`config.mk`:
```
export PLATFORM = sky130hd
export DESIGN_NAME = vdc_voice_dac_ctrl
export DESIGN_NICKNAME = d
export VERILOG_FILES = /design/src/core/vdc_pkg.sv /design/src/core/vdc_voice_dac_ctrl.sv
export SDC_FILE = /design/constraint.sdc
export NUM_CORES = 1
export LEC_CHECK = 0
export BUFFER_PORTS_ARGS = -buffer_cell sky130_fd_sc_hd__buf_4
export CORE_MARGIN = 5
export CORE_UTILIZATION = 24
export DETAILED_ROUTE_END_ITERATION = 8
export PLACE_DENSITY_LB_ADDON = 0.3
export SYNTH_ARGS = -nofsm -noshare
export SYNTH_HDL_FRONTEND = slang
export SYNTH_SLANG_ARGS = --single-unit
```
`constraint.sdc`:
```
create_clock -name sys_clk_in -period 3.3 [get_ports sys_clk_in]
set_input_delay 0.165 -clock sys_clk_in [delete_from_list [all_inputs] [get_ports sys_clk_in]]
set_output_delay 0.165 -clock sys_clk_in [all_outputs]
set_load 0.02 [all_outputs]
```
`src/core/vdc_pkg.sv`:
```
/*
 * Package for the voice converter data control block: register offsets,
 * field positions and reset values.
 * Assumes a 32-bit AXI4-Lite register bus with one register per word.
 */
package vdc_pkg;
	// ********************************************************
	// register map
	// ********************************************************
	localparam logic [3:0] OFF_CODE_HIGH = 4'h0;
	localparam logic [3:0] OFF_CODE_LOW = 4'h4;
	localparam logic [3:0] OFF_CONTROL = 4'h8;
	localparam logic [3:0] OFF_SHADOW = 4'hC;
	// ********************************************************
	// fields, reset values and response codes
	// ********************************************************
	localparam int ENABLE_BIT = 0;
	localparam logic [7:0] CODE_RESET = 8'h00;
	localparam logic ENABLE_RESET = 1'b0;
	localparam logic [1:0] RESP_OKAY = 2'h0;
	localparam logic [1:0] RESP_SLVERR = 2'h2;
endpackage

```
`src/core/vdc_voice_dac_ctrl.sv`:
```
/*
 * Register-side control of a 16-bit voice converter: code registers with a
 * low-byte shadow, enable bit, and a conversion-start strobe.
 * Assumes an AXI4-Lite master on sys_clk_in and an analog stage that takes
 * the code on the start pulse.
 * The code and the start strobe leave on the same edge, so the analog stage
 * may latch on the strobe alone.
 * Settling after enable is not timed here; software keeps that interval.
 * A write to a code or control register with byte strobe 0 low is answered OKAY and changes nothing.
 * Inputs other than arst_n_in are synchronous to sys_clk_in; clk_en_in low freezes every flop.
 */
// Notes on behaviour
// - The committed sixteen-bit code built from two bytes drives the analog stage.
// - The high code register holds bits 15 to 8, fully read/write, reset zero.
// - The low code register holds bits 7 to 0, reads the committed byte, writes go to the shadow, reset zero.
// - A low-byte write lands only in the shadow buffer.
// - A high-byte write copies the shadow into the committed low byte at once.
// - Each high-byte write with byte strobe 0 set loads the whole code and starts a conversion.
// - Control bit 0 enables the converter, reset zero.
// - Control bits 7 to 1 ignore writes and read zero.
`timescale 1ns/100ps
module vdc_voice_dac_ctrl (
	input wire logic sys_clk_in, // system clock, 250 MHz
	input wire logic arst_n_in, // async reset, active low
	input wire logic clk_en_in, // freezes all state while low
	input wire logic [31:0] s_axi_awaddr_in, // write address
	input wire logic s_axi_awvalid_in, // write address valid
	output logic s_axi_awready_out, // write address ready
	input wire logic [31:0] s_axi_wdata_in, // write data
	input wire logic [3:0] s_axi_wstrb_in, // write byte strobes
	input wire logic s_axi_wvalid_in, // write data valid
	output logic s_axi_wready_out, // write data ready
	output logic [1:0] s_axi_bresp_out, // write response
	output logic s_axi_bvalid_out, // write response valid
	input wire logic s_axi_bready_in, // write response ready
	input wire logic [31:0] s_axi_araddr_in, // read address
	input wire logic s_axi_arvalid_in, // read address valid
	output logic s_axi_arready_out, // read address ready
	output logic [31:0] s_axi_rdata_out, // read data
	output logic [1:0] s_axi_rresp_out, // read response
	output logic s_axi_rvalid_out, // read data valid
	input wire logic s_axi_rready_in, // read data ready
	output logic [15:0] dac_code_out, // committed code to analog stage
	output logic dac_start_out, // one-cycle conversion start
	output logic dac_enable_out // powers the analog stage
);
	// ********************************************************
	// write channel capture
	// ********************************************************
	logic aw_held;
	logic w_held;
	logic [3:0] aw_addr;
	logic [7:0] w_byte;
	logic w_lane0;
	logic [7:0] code_high;
	logic [7:0] code_low;
	logic [7:0] shadow;
	logic enable;

	wire aw_take = s_axi_awvalid_in && s_axi_awready_out;
	wire w_take = s_axi_wvalid_in && s_axi_wready_out;
	wire do_write = aw_held && w_held && !s_axi_bvalid_out;
	wire wr_high = do_write && aw_addr == vdc_pkg::OFF_CODE_HIGH;
	wire wr_low = do_write && aw_addr == vdc_pkg::OFF_CODE_LOW;
	wire wr_ctrl = do_write && aw_addr == vdc_pkg::OFF_CONTROL;
	wire wr_ok = wr_high || wr_low || wr_ctrl;
	// byte lane 0 carries every register; other lanes are don't-care
	wire upd_high = wr_high && w_lane0;
	wire upd_low = wr_low && w_lane0;
	wire upd_ctrl = wr_ctrl && w_lane0;

	always_ff @(posedge sys_clk_in or negedge arst_n_in) begin
		if (!arst_n_in) begin
			aw_held <= 1'b0;
			w_held <= 1'b0;
			aw_addr <= 4'h0;
			w_byte <= 8'h00;
			w_lane0 <= 1'b0;
			s_axi_bvalid_out <= 1'b0;
			s_axi_bresp_out <= vdc_pkg::RESP_OKAY;
		end else if (clk_en_in) begin
			if (aw_take) begin
				aw_held <= 1'b1;
				aw_addr <= s_axi_awaddr_in[3:0];
			end
			if (w_take) begin
				w_held <= 1'b1;
				w_byte <= s_axi_wdata_in[7:0];
				w_lane0 <= s_axi_wstrb_in[0];
			end
			if (do_write) begin
				aw_held <= 1'b0;
				w_held <= 1'b0;
				s_axi_bvalid_out <= 1'b1;
				s_axi_bresp_out <= wr_ok ? vdc_pkg::RESP_OKAY :
					vdc_pkg::RESP_SLVERR;
			end else if (s_axi_bvalid_out && s_axi_bready_in) begin
				s_axi_bvalid_out <= 1'b0;
			end
		end
	end

	// ready is registered so a held channel refuses a second beat
	always_ff @(posedge sys_clk_in or negedge arst_n_in) begin
		if (!arst_n_in) begin
			s_axi_awready_out <= 1'b0;
			s_axi_wready_out <= 1'b0;
		end else if (clk_en_in) begin
			s_axi_awready_out <= !aw_held && !aw_take && !do_write;
			s_axi_wready_out <= !w_held && !w_take && !do_write;
		end
	end

	// ********************************************************
	// code and control registers
	// ********************************************************
	always_ff @(posedge sys_clk_in or negedge arst_n_in) begin
		if (!arst_n_in) begin
			code_high <= vdc_pkg::CODE_RESET;
			code_low <= vdc_pkg::CODE_RESET;
			shadow <= vdc_pkg::CODE_RESET;
			enable <= vdc_pkg::ENABLE_RESET;
		end else if (clk_en_in) begin
			if (upd_low)
				shadow <= w_byte;
			if (upd_high) begin
				code_high <= w_byte;
				code_low <= shadow;
			end
			if (upd_ctrl)
				enable <= w_byte[vdc_pkg::ENABLE_BIT];
		end
	end

	// ********************************************************
	// converter outputs
	// ********************************************************
	// the code is built from the beat itself so that it leaves on the
	// same edge as the start strobe; the registers settle on that edge too
	wire [15:0] next_dac_code = upd_high ? {w_byte, shadow} :
		{code_high, code_low};

	always_ff @(posedge sys_clk_in or negedge arst_n_in) begin
		if (!arst_n_in) begin
			dac_code_out <= {vdc_pkg::CODE_RESET, vdc_pkg::CODE_RESET};
			dac_start_out <= 1'b0;
			dac_enable_out <= vdc_pkg::ENABLE_RESET;
		end else if (clk_en_in) begin
			dac_code_out <= next_dac_code;
			dac_start_out <= upd_high;
			dac_enable_out <= enable;
		end
	end

	// ********************************************************
	// read channel
	// ********************************************************
	wire [3:0] rd_addr = s_axi_araddr_in[3:0];
	wire rd_take = s_axi_arvalid_in && s_axi_arready_out;
	wire sel_high = rd_addr == vdc_pkg::OFF_CODE_HIGH;
	wire sel_low = rd_addr == vdc_pkg::OFF_CODE_LOW;
	wire sel_ctrl = rd_addr == vdc_pkg::OFF_CONTROL;
	wire sel_shadow = rd_addr == vdc_pkg::OFF_SHADOW;
	wire rd_known = sel_high || sel_low || sel_ctrl || sel_shadow;
	wire [7:0] ctrl_byte;

	// only the enable bit is backed by a flop; the rest read zero
	for (genvar b = 0; b < 8; b++) begin : g_ctrl_bit
		if (b == vdc_pkg::ENABLE_BIT) begin : g_enable
			assign ctrl_byte[b] = enable;
		end else begin : g_unused
			assign ctrl_byte[b] = 1'b0;
		end
	end

	// low reads show the committed byte; the shadow has its own view
	wire [7:0] rd_byte = sel_high ? code_high :
		sel_low ? code_low :
		sel_ctrl ? ctrl_byte :
		sel_shadow ? shadow : 8'h00;
	wire [31:0] next_rdata = {24'h00_0000, rd_byte};
	wire [1:0] next_rresp = rd_known ? vdc_pkg::RESP_OKAY :
		vdc_pkg::RESP_SLVERR;
	// ready drops after a take and while data waits for the master
	wire next_arready = !rd_take && !s_axi_rvalid_out &&
		!s_axi_arready_out;

	always_ff @(posedge sys_clk_in or negedge arst_n_in) begin
		if (!arst_n_in) begin
			s_axi_arready_out <= 1'b0;
			s_axi_rvalid_out <= 1'b0;
			s_axi_rdata_out <= 32'h0000_0000;
			s_axi_rresp_out <= vdc_pkg::RESP_OKAY;
		end else if (clk_en_in) begin
			s_axi_arready_out <= next_arready;
			if (rd_take) begin
				s_axi_rvalid_out <= 1'b1;
				s_axi_rdata_out <= next_rdata;
				s_axi_rresp_out <= next_rresp;
			end else if (s_axi_rvalid_out && s_axi_rready_in) begin
				s_axi_rvalid_out <= 1'b0;
			end
		end
	end
endmodule // vdc_voice_dac_ctrl

```
==> impl_results.md <==
- Status: finished, violations left
- Failing checks: hold timing
- Average wire per standard cell: 16.9 um
- Arrival time at the worst endpoint: 2.80 ns
- H-tree depth: 3
- Post-DP HPWL: 6250 um
- Worst Path Max Fanout: 19
- Final hold violations: 38
- Fin nets: 462
- Rows: 44
- Tcrit/Tclk final: 78.0%
- Hold WS: -0.0312 ns
- Maximum buffer depth of the clock tree: 2
- Fill cell count: 1,511
- Hold Crit Class: in2async
- Total wire length: 9200 um
- Vias/cell: 4.55
- Via count: 2,468
- Number of buffers created by CTS: 9
- Starting density of the core: 24.2%
- I/O pin count: 167
- Fin Clk Skew: 0.00926 ns
- Die Footprint: 0.0170 sq mm
- DRT Pass-1 Iters: 4
- Final core occ: 29.6%
- Layout cells sized above 1: 33.4%
- Slew HR: 36.3%
- Hold Buf Count CTS: 0
- Peak supply drop: 0.314 mV
- Largest net degree at the start of global routing: 74
- Worst setup SP type: register
- Die W: 130 um
- Mean post-synth cell area: 11.4 sq um
- Ant diodes: 0
- Post-synthesis cell type count: 34
- Initial antenna violation count: 0
- Critical Path RT: 3.52 ns
- Slew @ Worst Pin: 0.955 ns
- Sequential share of the synthesized area: 52.6%
- Crit Path Category: reg2reg
- PD cells: 806 mW/mm^2
- Vias in the first global route: 2,523
- Post-Syn Area: 0.00347 sq mm
- Final min period: 2.57 ns
- Initial drt markers: 103
- Worst-Skew Late Latency: 0.34 ns
- CP Capture Type: register
- Max-capacitance violation count: 0
- Post-Syn Instances: 305
- #FFs+latches synth: 73
- # setup viols final: 0
- Synth area leaders: dfrtp_1 53%, mux2_2 10%, buf_4 5.6%, mux2_4 4.3%, nor2_1 3.5%
- Final TNS setup: 0 ns
- Setup Buffers After CTS: 0
- Leak: 1.99 nW
- First-pass GRT wire length: 14,200 um
- PortBufs: 57
- Post-synth top area share: 52.6%
- CTS sink count: 73
- Yosys top cell by area: dfrtp_1
- Final Total Pwr: 3.42 mW
- Root Buffer: clkbuf_16
- Core Footprint: 0.0144 sq mm
- Resized cells post-CTS: 0
- RSZ-0062 raised after global routing: no
- Placer Congestion: 0.746
- TritonCTS clock tree: yes
- Worst-path clk slew: 0.06 ns
- Remaining DRCs: 0
- Yosys warns: 0
- Fmax: 388 MHz
- GRT Residual Overflow: 0
- Area grow syn2layout: 22.4%
- Routed Antenna Nets: 0
- Count of final max-slew check failures: 0
- Die H: 130 um
- Tot GR Track Use: 11.2%
[worst max-delay path: stages, from the launching register on]
cell and delay [ns]:
dfrtp_1 0.40, or3b_1 0.73, or3_1 0.87, mux2_4 0.45
[power by group]
group	internal, mW	switching [mW]	total, mW
Combinational	0.419	0.588	1.01
Sequential	1.17	0.268	1.43
Clock	0.588	0.394	0.981
Total	2.17	1.25	3.42
[routing by layer]
layer / global-route usage [%] / wire, um / part of all wire (%) / up-vias
li1: - / - / - / 1156
met1: 15.3 / 4310 / 47 / 1216
met2: 16.4 / 4100 / 45 / 82
met3: 3.72 / 628 / 6.8 / 14
met4: 4.03 / 153 / 1.7 / 0
met5: 0 / 0 / 0 / -
[stage by stage]
step	setup slack (ns)	area [sq um]	instances	hold WS [ns]
6_report	0.726	4250	543	-0.0312
3_5_place_dp	0.749	3950	527	0.378
2_1_floorplan	1.36	3560	330	-0.131
5_1_grt	0.667	4250	543	0.0443
3_3_place_gp	0.750	3950	527	0.375
4_1_cts	0.733	4250	543	0.00893
[synthesized netlist by cell type, drive strengths merged]
master / instances
a21boi: 9
buf: 32
nand4: 17
or2: 1
or3b: 1
nand3b: 1
nand2b: 1
mux4: 1
inv: 5
nand3: 3
a211oi: 1
o31ai: 16
o21ai: 2
nor4b: 1
conb: 1
or3: 3
nand2: 14
nor2: 32
nor3b: 1
or4: 2
dfrtp: 73
nor3: 1
a31oi: 16
nand4b: 1
o41ai: 7
a21oi: 3
clkbuf: 16
a22o: 1
mux2: 42
and3b: 1
[cell families after synthesis]
logic type,synth area share (%)
flip-flops,52.6
multiplexers,15.4
AO/OA/AOI/OAI,11.2
buffers and inverters,9.26
AND/OR/NAND/NOR,11.4
other,0.108
[worst paths after layout]
kind	endpoint	slack, ns	from	cells after the start
min in group sys_clk_in	w_byte[3]$_DFFE_PN0P_	0.05	s_axi_wdata_in[3]	2
max reg2reg	code_low[4]$_DFFE_PN0P_	0.73	aw_addr[1]$_DFFE_PN0P_	3
max in group asynchronous	aw_addr[0]$_DFFE_PN0P_	2.71	arst_n_in	1
min reg2reg	s_axi_rdata_out[2]$_DFFE_PN0P_	0.48	s_axi_rdata_out[2]$_DFFE_PN0P_	2
min	dac_enable_out$_DFFE_PN0P_	-0.03	arst_n_in	1
max	code_low[4]$_DFFE_PN0P_	0.73	aw_addr[1]$_DFFE_PN0P_	3
[sequential cells by signal (all words and copies together), names as in the netlist]
signal             count
aw_addr                4
aw_held                1
code_high              8
code_low               8
dac_code_out          16
dac_enable_out         1
dac_start_out          1
enable                 1
s_axi_arready_out      1
s_axi_awready_out      1
s_axi_bresp_out        1
s_axi_bvalid_out       1
s_axi_rdata_out        8
s_axi_rresp_out        1
s_axi_rvalid_out       1
s_axi_wready_out       1
shadow                 8
w_byte                 8
w_held                 1
w_lane0                1
[final cells by class]
| cell class | instances | area (sq um) | share of cell area, % |
|---|---|---|---|
| clock buffer | 10 | 229 | 5.39 |
| clock inverter | 6 | 67.6 | 1.59 |
| inverter | 5 | 18.8 | 0.442 |
| multi-input combinational | 204 | 1420 | 33.4 |
| sequential | 73 | 1830 | 43.0 |
| tap | 184 | 230 | 5.42 |
| timing repair buffer | 61 | 458 | 10.8 |
[cells in the final DEF (no fill, tap or decap), types with 9 or more instances in the layout]
master	netlist	final
dfrtp_1	73	73
buf_4	26	61
mux2_2	32	32
nor2_1	32	32
conb_1	1	26
nand4_1	17	17
o31ai_1	16	16
a31oi_1	16	16
nand2_1	14	14
mux2_4	10	10
a21boi_0	9	9
clkbuf_16	0	9
(Power assumes the default switching activity.)
